## src/adsc_pkg.sv

```systemverilog
package adsc_pkg;
  // Register indices on the data-memory port
  localparam logic [5:0] REG_TIMING    = 6'h00;
  localparam logic [5:0] REG_THRESH    = 6'h01;
  localparam logic [5:0] REG_SAMPSEL   = 6'h02;
  localparam logic [5:0] REG_HIT_HIGH  = 6'h03;
  localparam logic [5:0] REG_HIT_LOW   = 6'h04;
  localparam logic [5:0] REG_SCAN_HIGH = 6'h05;
  localparam logic [5:0] BUF_BASE      = 6'h20;

  localparam logic [15:0] RST_TIMING    = 16'h0000;
  localparam logic [15:0] RST_THRESH    = 16'h0000;
  localparam logic [15:0] RST_SAMPSEL   = 16'h0000;
  localparam logic [15:0] RST_HIT       = 16'h0000;
  localparam logic [15:0] RST_SCAN_HIGH = 16'h0000;

  // Conversion timing register fields
  localparam int TM_SRC_BIT  = 15;
  localparam int TM_EXT_BIT  = 14;
  localparam int TM_AST_LSB  = 8;
  localparam int TM_DIV_LSB  = 0;
  // Writable bits: source, auto-sample time, divider (bit 14 status, bit 13 reserved)
  localparam logic [15:0] TM_WMASK = 16'h9fff;

  // Threshold/scan control fields
  localparam int TS_SCAN_BIT = 15;
  localparam int TS_BG_BIT   = 12;
  localparam int TS_INT_LSB  = 8;
  localparam int TS_WM_LSB   = 2;
  localparam int TS_CM_LSB   = 0;
  localparam logic [15:0] TS_WMASK = 16'hf30f;

  // Sample select fields
  localparam int SS_NB_LSB = 13;
  localparam int SS_PB_LSB = 8;
  localparam int SS_NA_LSB = 5;
  localparam int SS_PA_LSB = 0;

  localparam logic [15:0] HIT_HIGH_MASK  = 16'h0003;
  localparam logic [15:0] SCAN_HIGH_MASK = 16'h7c03;
  localparam int          SCAN_HIGH_OFS  = 16;

  localparam logic [7:0] DIV_MAX  = 8'h3f;
  localparam logic [1:0] PV_2X_4X = 2'b11;

  typedef enum logic [1:0] {WM_SAVE_ALL, WM_SAVE_MATCH, WM_COMPARE_ONLY, WM_RSVD} adsc_wm_e;
  typedef enum logic [1:0] {CM_LESS, CM_GREATER, CM_INSIDE, CM_OUTSIDE} adsc_cm_e;
endpackage

```

## src/adsc_clk_div.sv

```systemverilog
module adsc_clk_div
  import adsc_pkg::*;
(
  input  wire logic       core_clk,
  input  wire logic       rst,
  input  wire logic       enable,
  input  wire logic       use_rc,
  input  wire logic       rc_tick,
  input  wire logic [7:0] divider,
  output logic            tick
);
  logic [7:0] cnt;
  logic [7:0] div_eff;

  // Reserved divider codes saturate at the longest legal period
  assign div_eff = (divider > DIV_MAX) ? DIV_MAX : divider;

  always_ff @(posedge core_clk) begin
    if (rst || !enable) begin
      cnt  <= 8'h00;
      tick <= 1'b0;
    end else if (use_rc) begin
      cnt  <= 8'h00;
      tick <= rc_tick;
    end else if (cnt >= div_eff) begin
      cnt  <= 8'h00;
      tick <= 1'b1;
    end else begin
      cnt  <= cnt + 8'h01;
      tick <= 1'b0;
    end
  end

  a_tick_rc_follow : assert property (@(posedge core_clk) disable iff (rst)
    enable && $past(enable) && use_rc && $past(use_rc) |-> tick == $past(rc_tick))
    else $error("RC tick not followed");
  a_tick_sys_gap : assert property (@(posedge core_clk) disable iff (rst)
    tick && !use_rc && divider == 8'h01 && $past(divider) == 8'h01 && enable ##1
    enable && !use_rc && divider == 8'h01 |-> !tick)
    else $error("Divided tick too fast");
endmodule

```

## src/adsc_ctrl.sv

```systemverilog
// Operation
// Alternate bit set toggles input set A and B per sample, else set A.
// Clock source bit picks RC clock when set, system-derived clock when clear.
// Extended sampling flag reads 1 while sampling continues after sample enable clears.
// Auto-sample time field gives sampling length in conversion clock periods, 0 to 31.
// Divider field gives period of value plus one cycles; codes above 63 reserved.
// Software clears auto-scan when trigger picks the internal sample counter.
// Band-gap request enables band gap while converter is on and active.
// Write mode 10 discards results and interrupts only on a valid match.
// Write mode 01 stores a result only on match; mode 11 reserved.
// Compare modes 11 and 10 match outside or inside the threshold pair window.
// Compare mode 01 matches above threshold, mode 00 below threshold.
// Compare mode 11 sets hit flag on buffer write or on match.
// Other compare modes set hit flag only on match.
// Hit flags 0-15 in low word, 16-17 in bits 1-0 of high word.
// Upper scan word bits 14-10 are channels 30-26, bits 1-0 channels 17-16.
// Select and flag bits of unimplemented channels read zero.
// Software never picks unimplemented channels; results would be indeterminate.
// Band-gap input is 2x or 4x band gap following upper reference config bit; code picks 4x only when both config bits are 11.
// Each set has 3-bit negative select and 5-bit positive select.
// Buffer writes while converter is off program channel thresholds.
module adsc_ctrl
  import adsc_pkg::*;
#(
  parameter int NCH = 18
) (
  input  wire logic        core_clk,
  input  wire logic        rst,
  input  wire logic [5:0]  reg_addr,
  input  wire logic        reg_wr,
  input  wire logic [15:0] reg_wdata,
  output logic      [15:0] reg_rdata,
  input  wire logic        adc_on,
  input  wire logic        sample_enable_bit,
  input  wire logic        alternate_sample_sel,
  input  wire logic [1:0]  positive_ref_config,
  input  wire logic [15:0] scan_select_low,
  input  wire logic        rc_tick,
  input  wire logic        conv_done,
  input  wire logic [11:0] conv_result,
  output logic             conv_start,
  output logic      [4:0]  pos_input_sel,
  output logic      [2:0]  neg_input_sel,
  output logic             bandgap_enable,
  output logic             bandgap_x4,
  output logic             result_wr,
  output logic      [4:0]  result_addr,
  output logic      [11:0] result_data,
  output logic             compare_irq
);
  if (NCH < 18 || NCH > 26) begin : g_bad_nch
    $error("NCH must lie between 18 and 26");
  end

  typedef enum logic [1:0] {ST_IDLE, ST_SAMPLE, ST_EXTEND, ST_CONVERT} adsc_state_e;

  logic [15:0] timing;
  logic [15:0] thresh_ctl;
  logic [15:0] sample_enable_bit_sel;
  logic [17:0] hit;
  logic [15:0] scan_high;
  logic [11:0] thr [32];
  adsc_state_e state;
  logic        use_b;
  logic [4:0]  scan_ch;
  logic [4:0]  scan_pos;
  logic [4:0]  ext_cnt;
  logic        tick;
  logic        extended_sampling_flag;
  logic [31:0] scan_mask;
  logic [31:0] impl_mask;
  logic [4:0]  cur_ch;
  logic        match;
  logic        hit_set_any;

  logic       conv_clock_source;
  logic [4:0] auto_sample_time;
  logic [7:0] conv_clock_divider;
  logic       auto_scan_enable;
  logic       bandgap_request;
  logic [1:0] scan_interrupt_mode;
  adsc_wm_e   write_mode;
  adsc_cm_e   compare_mode;

  assign conv_clock_source   = timing[TM_SRC_BIT];
  assign auto_sample_time    = timing[TM_AST_LSB +: 5];
  assign conv_clock_divider  = timing[TM_DIV_LSB +: 8];
  assign auto_scan_enable    = thresh_ctl[TS_SCAN_BIT];
  assign bandgap_request     = thresh_ctl[TS_BG_BIT];
  assign scan_interrupt_mode = thresh_ctl[TS_INT_LSB +: 2];
  assign write_mode          = adsc_wm_e'(thresh_ctl[TS_WM_LSB +: 2]);
  assign compare_mode        = adsc_cm_e'(thresh_ctl[TS_CM_LSB +: 2]);

  // Channels present on this device: pins 0..NCH-1 and internal sources 26..30
  always_comb begin
    impl_mask = 32'h7c00_0000;
    for (int i = 0; i < NCH; i++) begin
      impl_mask[i] = 1'b1;
    end
  end

  assign scan_mask = {scan_high[15:0], scan_select_low} & impl_mask;

  function automatic logic [4:0] next_scan(input logic [31:0] mask, input logic [4:0] cur);
    logic [4:0] res;
    logic       found;
    logic [4:0] idx;
    res   = cur;
    found = 1'b0;
    for (int k = 1; k <= 32; k++) begin
      idx = 5'(cur + 5'(k));
      if (!found && mask[idx]) begin
        res   = idx;
        found = 1'b1;
      end
    end
    return res;
  endfunction

  // An excluded scan position is skipped unless no channel is selected, so reset position 0 needs no select
  assign scan_pos = scan_mask[scan_ch] ? scan_ch : next_scan(scan_mask, scan_ch);

  function automatic logic is_buf(input logic [5:0] a);
    return a >= BUF_BASE;
  endfunction

  adsc_clk_div u_div (
    .core_clk (core_clk),
    .rst      (rst),
    .enable   (adc_on),
    .use_rc   (conv_clock_source),
    .rc_tick  (rc_tick),
    .divider  (conv_clock_divider),
    .tick     (tick)
  );

  // Scan overrides set A and set B for the positive input only
  always_comb begin
    if (auto_scan_enable) begin
      cur_ch = scan_pos;
    end else if (use_b && alternate_sample_sel) begin
      cur_ch = sample_enable_bit_sel[SS_PB_LSB +: 5];
    end else begin
      cur_ch = sample_enable_bit_sel[SS_PA_LSB +: 5];
    end
  end

  always_comb begin
    case (compare_mode)
      CM_LESS:    match = conv_result < thr[cur_ch];
      CM_GREATER: match = conv_result > thr[cur_ch];
      CM_INSIDE:  match = conv_result >= thr[{cur_ch[4:1], 1'b0}] &&
                          conv_result <= thr[{cur_ch[4:1], 1'b1}];
      CM_OUTSIDE: match = conv_result < thr[{cur_ch[4:1], 1'b0}] ||
                          conv_result > thr[{cur_ch[4:1], 1'b1}];
      default:    match = 1'b0;
    endcase
  end

  logic done_ev;
  logic store;
  assign done_ev = state == ST_CONVERT && conv_done && adc_on;
  assign store   = write_mode == WM_SAVE_ALL ||
                   (write_mode == WM_SAVE_MATCH && match);
  // Mode 11 flags a written buffer as well as a match
  assign hit_set_any = match || (compare_mode == CM_OUTSIDE && store);

  always_ff @(posedge core_clk) begin
    if (rst) begin
      state   <= ST_IDLE;
      ext_cnt <= 5'h00;
    end else if (!adc_on) begin
      state <= ST_IDLE;
    end else begin
      case (state)
        ST_IDLE:    if (sample_enable_bit) state <= ST_SAMPLE;
        ST_SAMPLE: begin
          if (!sample_enable_bit) begin
            ext_cnt <= auto_sample_time;
            state   <= (auto_sample_time == 5'h00) ? ST_CONVERT : ST_EXTEND;
          end
        end
        ST_EXTEND: begin
          if (tick) begin
            ext_cnt <= ext_cnt - 5'h01;
            if (ext_cnt == 5'h01) state <= ST_CONVERT;
          end
        end
        ST_CONVERT: if (conv_done) state <= ST_IDLE;
        default:    state <= ST_IDLE;
      endcase
    end
  end

  assign extended_sampling_flag = state == ST_EXTEND;

  always_ff @(posedge core_clk) begin
    if (rst) begin
      conv_start <= 1'b0;
    end else begin
      conv_start <= adc_on && state != ST_CONVERT && state != ST_IDLE &&
                    ((state == ST_SAMPLE && !sample_enable_bit && auto_sample_time == 5'h00) ||
                     (state == ST_EXTEND && tick && ext_cnt == 5'h01));
    end
  end

  // Input set and scan position advance once per finished conversion
  always_ff @(posedge core_clk) begin
    if (rst) begin
      use_b   <= 1'b0;
      scan_ch <= 5'h00;
    end else if (done_ev) begin
      use_b   <= alternate_sample_sel && !use_b;
      scan_ch <= next_scan(scan_mask, scan_pos);
    end
  end

  always_ff @(posedge core_clk) begin
    if (rst) begin
      pos_input_sel  <= 5'h00;
      neg_input_sel  <= 3'h0;
      bandgap_enable <= 1'b0;
      bandgap_x4     <= 1'b0;
    end else begin
      pos_input_sel  <= cur_ch;
      neg_input_sel  <= (use_b && alternate_sample_sel) ? sample_enable_bit_sel[SS_NB_LSB +: 3]
                                                        : sample_enable_bit_sel[SS_NA_LSB +: 3];
      bandgap_enable <= bandgap_request && adc_on && state != ST_IDLE;
      bandgap_x4     <= positive_ref_config == PV_2X_4X;
    end
  end

  always_ff @(posedge core_clk) begin
    if (rst) begin
      result_wr   <= 1'b0;
      result_addr <= 5'h00;
      result_data <= 12'h000;
      compare_irq <= 1'b0;
    end else begin
      result_wr   <= done_ev && store;
      result_addr <= cur_ch;
      result_data <= conv_result;
      if (write_mode == WM_COMPARE_ONLY) begin
        compare_irq <= done_ev && match && scan_interrupt_mode != 2'b00;
      end else begin
        compare_irq <= done_ev;
      end
    end
  end

  // Thresholds only take writes while the converter is off
  always_ff @(posedge core_clk) begin
    if (reg_wr && is_buf(reg_addr) && !adc_on && reg_addr[4:0] < 5'(NCH)) begin
      thr[reg_addr[4:0]] <= reg_wdata[11:0];
    end
  end

  always_ff @(posedge core_clk) begin
    if (rst) begin
      timing     <= RST_TIMING;
      thresh_ctl <= RST_THRESH;
      sample_enable_bit_sel   <= RST_SAMPSEL;
      scan_high  <= RST_SCAN_HIGH;
    end else if (reg_wr) begin
      case (reg_addr)
        REG_TIMING:    timing     <= reg_wdata & TM_WMASK;
        REG_THRESH:    thresh_ctl <= reg_wdata & TS_WMASK;
        REG_SAMPSEL:   sample_enable_bit_sel   <= reg_wdata;
        REG_SCAN_HIGH: scan_high  <= reg_wdata & SCAN_HIGH_MASK & impl_mask[31:16];
        default:       ;
      endcase
    end
  end

  // A hit in the cycle of a software write survives it
  for (genvar c = 0; c < 18; c++) begin : g_hit
    logic sw_wr;
    logic sw_val;
    assign sw_wr  = reg_wr && reg_addr == ((c < 16) ? REG_HIT_LOW : REG_HIT_HIGH);
    assign sw_val = reg_wdata[c % 16];
    always_ff @(posedge core_clk) begin
      if (rst || c >= NCH) begin
        hit[c] <= 1'b0;
      end else if (done_ev && hit_set_any && cur_ch == 5'(c)) begin
        hit[c] <= 1'b1;
      end else if (sw_wr) begin
        hit[c] <= sw_val;
      end
    end
  end

  always_ff @(posedge core_clk) begin
    if (rst) begin
      reg_rdata <= 16'h0000;
    end else if (is_buf(reg_addr)) begin
      reg_rdata <= {4'h0, thr[reg_addr[4:0]]};
    end else begin
      case (reg_addr)
        REG_TIMING:    reg_rdata <= (timing & TM_WMASK) |
                                    (16'(extended_sampling_flag) << TM_EXT_BIT);
        REG_THRESH:    reg_rdata <= thresh_ctl;
        REG_SAMPSEL:   reg_rdata <= sample_enable_bit_sel;
        REG_HIT_LOW:   reg_rdata <= hit[15:0];
        REG_HIT_HIGH:  reg_rdata <= {14'h0000, hit[17:16]} & HIT_HIGH_MASK;
        REG_SCAN_HIGH: reg_rdata <= scan_high;
        default:       reg_rdata <= 16'h0000;
      endcase
    end
  end

  a_alt_toggle : assert property (@(posedge core_clk) disable iff (rst)
    done_ev && alternate_sample_sel |=> use_b != $past(use_b))
    else $error("Alternate set did not toggle");
  a_no_alt_seta : assert property (@(posedge core_clk) disable iff (rst)
    !alternate_sample_sel && !auto_scan_enable |-> cur_ch == sample_enable_bit_sel[4:0])
    else $error("Set A not used");
  a_ext_flag_src : assert property (@(posedge core_clk) disable iff (rst)
    state == ST_SAMPLE && !sample_enable_bit && adc_on && auto_sample_time != 5'h00
    |=> extended_sampling_flag)
    else $error("Extended sampling flag missing");
  a_ext_len : assert property (@(posedge core_clk) disable iff (rst)
    state == ST_EXTEND && tick && ext_cnt == 5'h01 && adc_on |=> conv_start)
    else $error("Sampling did not end on count");
  a_bg_off : assert property (@(posedge core_clk) disable iff (rst)
    !bandgap_request |=> !bandgap_enable)
    else $error("Band gap enabled without request");
  a_wm_compare : assert property (@(posedge core_clk) disable iff (rst)
    write_mode == WM_COMPARE_ONLY |=> !result_wr)
    else $error("Result stored in compare-only mode");
  a_irq_match : assert property (@(posedge core_clk) disable iff (rst)
    write_mode == WM_COMPARE_ONLY && done_ev && !match |=> !compare_irq)
    else $error("Interrupt without match");
  a_save_match : assert property (@(posedge core_clk) disable iff (rst)
    write_mode == WM_SAVE_MATCH && done_ev |=> result_wr == $past(match))
    else $error("Save-on-match wrong");
  a_hit_set : assert property (@(posedge core_clk) disable iff (rst)
    done_ev && match && cur_ch < 5'(NCH) && cur_ch < 5'd18 |=> hit[$past(cur_ch)])
    else $error("Hit flag not set");
  a_hit_high_zero : assert property (@(posedge core_clk) disable iff (rst)
    reg_addr == REG_HIT_HIGH |=> reg_rdata[15:2] == 14'h0000)
    else $error("Hit high upper bits nonzero");
  a_scan_high_zero : assert property (@(posedge core_clk) disable iff (rst)
    reg_addr == REG_SCAN_HIGH |=> (reg_rdata & ~SCAN_HIGH_MASK) == 16'h0000)
    else $error("Unimplemented scan bits nonzero");

  c_extend : cover property (@(posedge core_clk) state == ST_EXTEND ##1 conv_start);
  c_alt : cover property (@(posedge core_clk) done_ev && alternate_sample_sel && use_b);
  c_irq : cover property (@(posedge core_clk) compare_irq && write_mode == WM_COMPARE_ONLY);
  c_hit_race : cover property (@(posedge core_clk) done_ev && match && reg_wr &&
                               reg_addr == REG_HIT_LOW);
endmodule

```

## config.mk

```make
export PLATFORM = sky130hd
export DESIGN_NAME = adsc_ctrl
export DESIGN_NICKNAME = d
export VERILOG_FILES = /design/src/adsc_pkg.sv /design/src/adsc_clk_div.sv /design/src/adsc_ctrl.sv
export SDC_FILE = /design/constraint.sdc
export NUM_CORES = 1
export LEC_CHECK = 0
export BUFFER_PORTS_ARGS = -buffer_cell sky130_fd_sc_hd__buf_2
export CAP_MARGIN = 20
export CORE_AREA = 2 2 290 435
export DETAILED_ROUTE_END_ITERATION = 7
export DIE_AREA = 0 0 292 437
export PLACE_DENSITY_LB_ADDON = 0.12
export SYNTH_ARGS = -nofsm -noshare
export SYNTH_HDL_FRONTEND = slang
export SYNTH_HIERARCHICAL = 1
export SYNTH_SLANG_ARGS = --single-unit
```

## constraint.sdc

```tcl
create_clock -name core_clk -period 13.4 [get_ports core_clk]
set_input_delay 0.67 -clock core_clk [delete_from_list [all_inputs] [get_ports core_clk]]
set_output_delay 0.67 -clock core_clk [all_outputs]
set_load 0.02 [all_outputs]
```

# --- Word-level counts from Yosys, hierarchy flattened ---
# Memories as Yosys holds them, arrays and structs flattened.
# Cells that the tools add are included.
word_totals:
  ff_bits: 128
  latchBits: 0
  ram_bits: 384
  rom_bits: 0
  input_bits: 60
  output_inout_bits: 46
  elab_cells: 803
  n_memories: 1
memory_table:
  columns: ["name", "words", "width", "rd", "rd_ports_with_merged_regs", "write_ports", "line_no", "text"]
  rows:
  - ["thr", 32, 12, 4, 0, 1, "adsc_ctrl.sv:62", "logic [11:0] thr [32];"]
op_classes:
  n_addsub: 64
  mul: 0
  n_div: 0
  magnitude_cmp: 74
  n_eq_ne: 38
  shifts: 0
  mux: 375
  bitwise: 2
  n_reduce_logical: 211
ops:
  columns: ["op", "count"]
  rows:
  - ["$lt 5x6->1 const B", 64]
  - ["$mux 5", 69]
  - ["$bmux 1 s5", 64]
  - ["$mux 1", 230]
  - ["$add 5x5->5 const B", 32]
  - ["$logic_and 1x1->1", 105]
  - ["$pmux 16 s6", 1]
  - ["$add 5x4->5 const B", 16]
  - ["$logic_not 1->1", 65]
  - ["$reduce_bool 2->1", 21]
  - ["$add 5x3->5 const B", 8]
  - ["$eq 5x4->1 const B", 8]
  - ["$gt 12x12->1", 2]
  - ["$lt 12x12->1", 2]
  - ["$add 5x2->5 const B", 4]
  - ["$eq 5x3->1 const B", 4]
  - ["$or 16x15->16", 1]
  - ["$eq 2x2->1 const B", 6]
  - ["$eq 6x2->1 const B", 2]
  - ["$eq 6x3->1 const B", 2]
  - ["$ge 12x12->1", 1]
  - ["$le 12x12->1", 1]
  - ["$mux 12", 1]
  - ["$add 5x1->5 const B", 2]
  - ["29 further kinds", 53]

# --- Longest topological paths before layout ---
logic_depth:
  ltp_word: 257
  depth_mapped: 56
  ltp_nobuf: 40

# --- Hierarchy ---
# The synthesis kept the hierarchy.
by_module_without_submodules:
  columns: ["module", "n_inst", "cells_per_inst", "area_per_inst_um2", "seq_area_each_um2"]
  rows:
  - ["adsc_ctrl", 1, 3303, 35022.3, 13913.3]
  - ["adsc_clk_div", 1, 63, 585.6, 180.2]

# --- Worst setup path after synthesis ---
# Ideal clock, no wire load.
synth_path:
  path_type: "reg2reg"
  from: "reg scan_ch[0]"
  to: "reg scan_ch[2]"
  setup_time_ps: 115
  t_arrival_ps: 10522
  path_slack_ps: 2763
  path_stages_with_launch: 41
  n_path_buf: 12
  cell_sequence: "dfxtp_1 > buf_2 > buf_4 > inv_1 > buf_1 > clkbuf_1 > clkbuf_1 > ha_1 > buf_2 > buf_2 > buf_2 > mux2_2 > a221oi_1 > nor2_1 > mux4_2 > nor4_1 > nand3_1 > buf_2 > [... 5 more ...] > buf_2 > buf_2 > buf_1 > ha_1 > clkinv_1 > xnor2_1 > mux2_2 > mux2i_2 > nand4b_2 > nor4b_4 > nand3_2 > nor3b_4 > mux2_2 > a21oi_1 > a2111oi_2 > o221ai_1 > a21oi_1 > o21a_1"
synth_between:
  elab_chain_cells: 257
  elab_cells_between_ends: 503
  classes_between: "add/sub: 62; mux: 317; reduce/logical: 124"
synth_rtl:
  columns: ["element", "line_no", "text"]
  rows:
  - ["start, declared", "adsc_ctrl.sv:65", "logic [4:0] scan_ch;"]
  - ["start signal, assigned", "adsc_ctrl.sv:214", "scan_ch <= next_scan(scan_mask, scan_pos);"]
  - ["$add 5x1->5", "adsc_ctrl.sv:111", "idx = 5'(cur + 5'(k));"]
  - ["$bmux 1 s5", "adsc_ctrl.sv:112", "if (!found && mask[idx]) begin"]
  - ["$mux 1 (implied by the code)", "adsc_ctrl.sv:112", null]
  - ["$mux 1", "adsc_ctrl.sv:112", null]
  - ["$logic_not 1->1", "adsc_ctrl.sv:112", null]
  - ["$logic_and 1x1->1", "adsc_ctrl.sv:112", null]
  - ["$mux 1", "adsc_ctrl.sv:112", null]
  - ["$logic_not 1->1", "adsc_ctrl.sv:112", null]
  - ["[... 241 more ...]", null, null]
  - ["$logic_not 1->1", "adsc_ctrl.sv:112", null]
  - ["$logic_and 1x1->1", "adsc_ctrl.sv:112", null]
  - ["$mux 1", "adsc_ctrl.sv:112", null]
  - ["$mux 1", "adsc_ctrl.sv:212", "end else if (done_ev) begin"]
  - ["$mux 1", "adsc_ctrl.sv:209", "if (rst) begin"]
  - ["$logic_not 1->1", "adsc_ctrl.sv:112", null]
  - ["$logic_and 1x1->1", "adsc_ctrl.sv:112", null]
  - ["$mux 5 *", "adsc_ctrl.sv:112", null]
# Every way passes the cells marked *; elsewhere a longest branch is shown, timed or not. The select of a mux whose other input is x is not followed.
# A chain may end at the register's enable or synchronous reset.

# --- Worst setup path after layout ---
layout_path:
  from: "reg scan_ch[1]"
  to: "reg hit[15]"
layout_between:
  elab_chain_cells: 110
  elab_cells_between_ends: 241
  classes_between: "add/sub: 31; order compare: 6; eq/ne: 1; mux: 131; reduce/logical: 71; memory: 1"
layout_rtl:
  columns: ["element", "line_no", "text"]
  rows:
  - ["$add 5x1->5", "adsc_ctrl.sv:111", null]
  - ["$bmux 1 s5", "adsc_ctrl.sv:112", null]
  - ["$mux 1 (implied by the code)", "adsc_ctrl.sv:112", null]
  - ["$mux 1", "adsc_ctrl.sv:112", null]
  - ["$logic_not 1->1", "adsc_ctrl.sv:112", null]
  - ["$logic_and 1x1->1", "adsc_ctrl.sv:112", null]
  - ["$mux 1", "adsc_ctrl.sv:112", null]
  - ["$logic_not 1->1", "adsc_ctrl.sv:112", null]
  - ["[... 94 more ...]", null, null]
  - ["$pmux 1 s4", "adsc_ctrl.sv:149", "case (compare_mode)"]
  - ["$logic_and 1x1->1", "adsc_ctrl.sv:164", "(write_mode == WM_SAVE_MATCH && match);"]
  - ["$logic_or 1x1->1", "adsc_ctrl.sv:163", "assign store = write_mode == WM_SAVE_ALL ||"]
  - ["$logic_and 1x1->1", "adsc_ctrl.sv:166", "assign hit_set_any = match || (compare_mode == CM_OUTSIDE && store);"]
  - ["$logic_or 1x1->1", "adsc_ctrl.sv:166", null]
  - ["$logic_and 1x1->1", "adsc_ctrl.sv:284", "end else if (done_ev && hit_set_any && cur_ch == 5'(c)) begin"]
  - ["$logic_and 1x1->1 *", "adsc_ctrl.sv:284", null]
  - ["$mux 1 or $reduce_bool 2->1 (tied branches)", null, null]
  - ["end signal, assigned by index", "adsc_ctrl.sv:287", "hit[c] <= sw_val;"]
  - ["end, declared", "adsc_ctrl.sv:60", "logic [17:0] hit;"]
# Marks and branches as above.

==> summary.json <==
{
  "floorplan": {
    "height_of_the_chip_um": 437,
    "floorplan.die_area_um2": 128000,
    "ioPinCount": 106,
    "initial_utilization_pct": 28.8,
    "dieWidth_um": 292,
    "design.core.area_um2": 124000,
    "floorplan.rows": 158
  },
  "final_layout": {
    "instances_no_fill": 5206,
    "total_number_of_nets_in_the_final_design": 3697,
    "drive_above_1_share_pct": 19.1,
    "most_common_cell_after_layout_fill_and_taps_aside": "sky130_fd_sc_hd__edfxtp_1",
    "multi_input_area_um2": 21100,
    "final_cell_mix": "sky130_fd_sc_hd__edfxtp_1, sky130_fd_sc_hd__nand2_1, sky130_fd_sc_hd__mux4_2",
    "nFillCells": 12600,
    "area_growth_pct": 13.8,
    "area_taken_by_flip_flops_and_latches_um2": 14100
  },
  "setup_path": {
    "crit_path_start": "scan_ch[1]$_SDFFE_PP0P_",
    "rr_startpoint": "scan_ch[1]$_SDFFE_PP0P_",
    "timing.critical_path.to_type": "flop",
    "cp_data_required_time_ps": 13850,
    "timing.critical_path.mode_cell": "sky130_fd_sc_hd__o21ai_0",
    "r2r_slack_ps": 1300,
    "timing.critical_path.slowest_cell_delay_ps": 880,
    "worst-endpoint-arrival_ps": 12560,
    "worstSetupStartpointType": "flop",
    "reg2regPathDepth": 37,
    "worst_path_max_delay_cell": "sky130_fd_sc_hd__xor2_1",
    "timing.critical_path.max_delay_family": "compound AO/OA/AOI/OAI gates",
    "crit_cells": 37,
    "worst_r2r_endpoint": "hit[15]$_SDFFE_PP0P_",
    "critical_path.endpoint": "hit[15]$_SDFFE_PP0P_",
    "worstPathMaxFanout": 51,
    "critical_path.n_buffers_inverters": 4,
    "timing.setup.critical_path_class": "reg2reg"
  },
  "clock_network": {
    "worst_skew_pair.late_latency_ps": 600,
    "cts.path.max_buffers": 3,
    "cts-root-buf": "sky130_fd_sc_hd__clkbuf_16",
    "cts_resized": 0,
    "hold_buffers": 0,
    "cts.clk_slew.worst_paths_ps": 70,
    "clock_tree.htree_level_count": 2,
    "post-cts-setup-buffers": 0,
    "total_clock_buffers_created_by_cts": 49,
    "number_of_clock_sinks": 512,
    "cts_tree": "built"
  },
  "grt": {
    "via_count_of_the_first_global_routing_pass": 31200,
    "global_route.usage.total_pct": 24.2,
    "grt_antenna_before_repair": 10,
    "maximum_number_of_pins_on_one_net_before_global_route_repair": 68,
    "grt_first_pass_wirelength_mm": 225,
    "global_route.overflow_total": 0
  },
  "sta": {
    "timing.slew.headroom_pct": 24.5,
    "maxSlewViolCount": 0,
    "hold_slack_ps": 297,
    "setup_viol": 0,
    "fmax_mhz": 82.6,
    "final.period_utilization_pct": 90.3,
    "finalClockSkew_ps": 19.5,
    "setup_total_negative_slack_ps": 0,
    "period_needed_ps": 12100,
    "report.final.hold_viol_count": 0,
    "transition_time_of_the_tightest_slew_check_pin_ps": 1130,
    "unrepaired_setup_endpoints_after_global_routing": "no"
  },
  "power": {
    "power_w": 0.00404,
    "max-vdd-ir-drop_mv": 0.122,
    "cellPowerDensity_nw_per_um2": 99.8,
    "static_leakage_nw": 13.9
  },
  "placement": {
    "post-place-cells": 5111,
    "detailed_place_hpwl_mm": 118,
    "number_of_buffer_cells_added_on_primary_ports": 105,
    "globalplace.congestion": 0.988
  },
  "logic_synthesis": {
    "yosys_register_bits": 512,
    "synth_edf_count": 384,
    "yosysUniqueCellTypes": 109,
    "post_synth_inst_count": 3366,
    "synth_seq_area_share_pct": 39.6,
    "synthesis.area_um2": 35600,
    "synth.avg_cell_area_um2": 10.6,
    "dominantRegCellSynth": "sky130_fd_sc_hd__edfxtp_1",
    "yosysWarningCount": 6,
    "postSynth.asyncResetShare_pct": 0
  },
  "status": {
    "status": "finished with violations",
    "violations": "design-rule violations"
  },
  "route": {
    "detailroute.via_count": 30900,
    "violation_count_after_the_first_detailed_route_iteration": 2615,
    "detail_route.wl_per_cell_um": 30.5,
    "detailedRoute.firstPassIterationCount": 8,
    "detail-route-antenna-nets": 0,
    "routed_wirelength_mm": 159,
    "via_per_inst": 5.93,
    "drc": 1
  },
  "worst_hold_path": {
    "worstHoldPathType": "in2reg"
  },
  "run": {
    "max-cap-violations": 0
  }
}
## cell usage after synthesis (all sizes together), types with 16 or more instances
cell      n  area, um^2
edfxtp  384       11500
or3      23         144
o31ai    23         173
a21oi   230        1150
nand2   337        1270
and2     33         208
clkbuf  167         627
mux4    230        5180
a21o     30         233
nand3   134         676
o221ai   26         228
mux2     75         845
ha       74         926
nor4     25         188
nor2b    33         206
buf      76         359
nand4    40         250
o21a     32         240
nor3     74         390
and3     20         125
xor2     22         200
a211oi   34         270
xnor2    51         454
a22oi    38         285
nand2b   27         169
mux2i   118        1190
or2      16         100
inv      42         158
a31oi    55         350
o211ai   42         315
a22o     18         158
a211o    23         201
a221oi   36         322
o21ai   142         726
dfxtp   128        2560
o22ai    47         294
nor2    243         920
## where the power goes
part	internal, W	switching (W)
clock network	0.000842	0.000641
logic	0.000268	0.000507
registers	0.00176	0.0000259
total	0.00287	0.00117
## per-layer routing
metal / share of wire [%] / GRT usage (%)
met5: 0.028 / 0
met4: 7.3 / 15.2
met2: 53 / 45.6
met3: 4.8 / 2.79
met1: 35 / 25.4
## how the worst min path moves through the flow
stage,cells past startpoint,from,endpoint
CTS,3,positive_ref_config[1],bandgap_x4$_SDFF_PP0_
finish,3,positive_ref_config[1],bandgap_x4$_SDFF_PP0_
global route,3,positive_ref_config[0],bandgap_x4$_SDFF_PP0_
floorplan,2,hit[13]$_SDFFE_PP0P_,reg_rdata[13]$_SDFF_PP0_
global placement,2,thresh_ctl[13]$_SDFFE_PP0P_,thresh_ctl[13]$_SDFFE_PP0P_
detailed placement,2,thresh_ctl[13]$_SDFFE_PP0P_,thresh_ctl[13]$_SDFFE_PP0P_
## metrics by stage
step | worst slack (ps) | utilization [%] | cell area (um^2)
floorplan | 2760 | - | 36200
global placement | 874 | 31.4 | 38800
detailed placement | 1180 | 31.4 | 38800
CTS | 1130 | 32.8 | 40500
global route | 695 | 32.8 | 40500
finish | 1300 | 32.8 | 40500
## area by class of cell
cell class	instances	area share, %
antenna	2	0.0123
clock buffer	63	3.39
clock inverter	29	0.753
inverter	47	0.435
multi-input combinational	2732	52.1
sequential	512	34.8
tap	1600	4.94
timing repair buffer	221	3.57
## tightest hold or removal path, stage by stage
cell	delay, ps
sky130_fd_sc_hd__buf_2	90
sky130_fd_sc_hd__nand2_1	50
sky130_fd_sc_hd__nor2_1	30
## cells by family (layout without fill, tap and decap cells)
| group | after synthesis | after routing | synth area share [%] |
|---|---|---|---|
| and+or+nand+nor | 1045 | 1045 | 14.1 |
| AOI/OAI and AO/OA | 947 | 947 | 18.3 |
| DFF | 512 | 512 | 39.6 |
| muxes | 423 | 423 | 20.3 |
| buffers and inverters | 290 | 360 | 3.26 |
| adders and majority gates | 74 | 74 | 2.60 |
| xor gates and xnor gates | 73 | 73 | 1.84 |
| other | 2 | 172 | 0.0211 |
## registers in the layout (all words and copies together), names as in the netlist
| register | flops |
|---|---|
| u_div/tick | 1 |
| result_addr | 5 |
| result_data | 12 |
| scan_ch | 5 |
| reg_rdata | 16 |
| u_div/cnt | 8 |
| bandgap_x4 | 1 |
| state | 2 |
| hit | 18 |
| conv_start | 1 |
| thresh_ctl | 10 |
| ext_cnt | 5 |
| timing | 14 |
| compare_irq | 1 |
| result_wr | 1 |
| scan_high | 7 |
| use_b | 1 |
| neg_input_sel | 3 |
| thr | 384 |
| bandgap_enable | 1 |
| sample_enable_bit_sel | 16 |
Power figures use the tool's default switching activity.
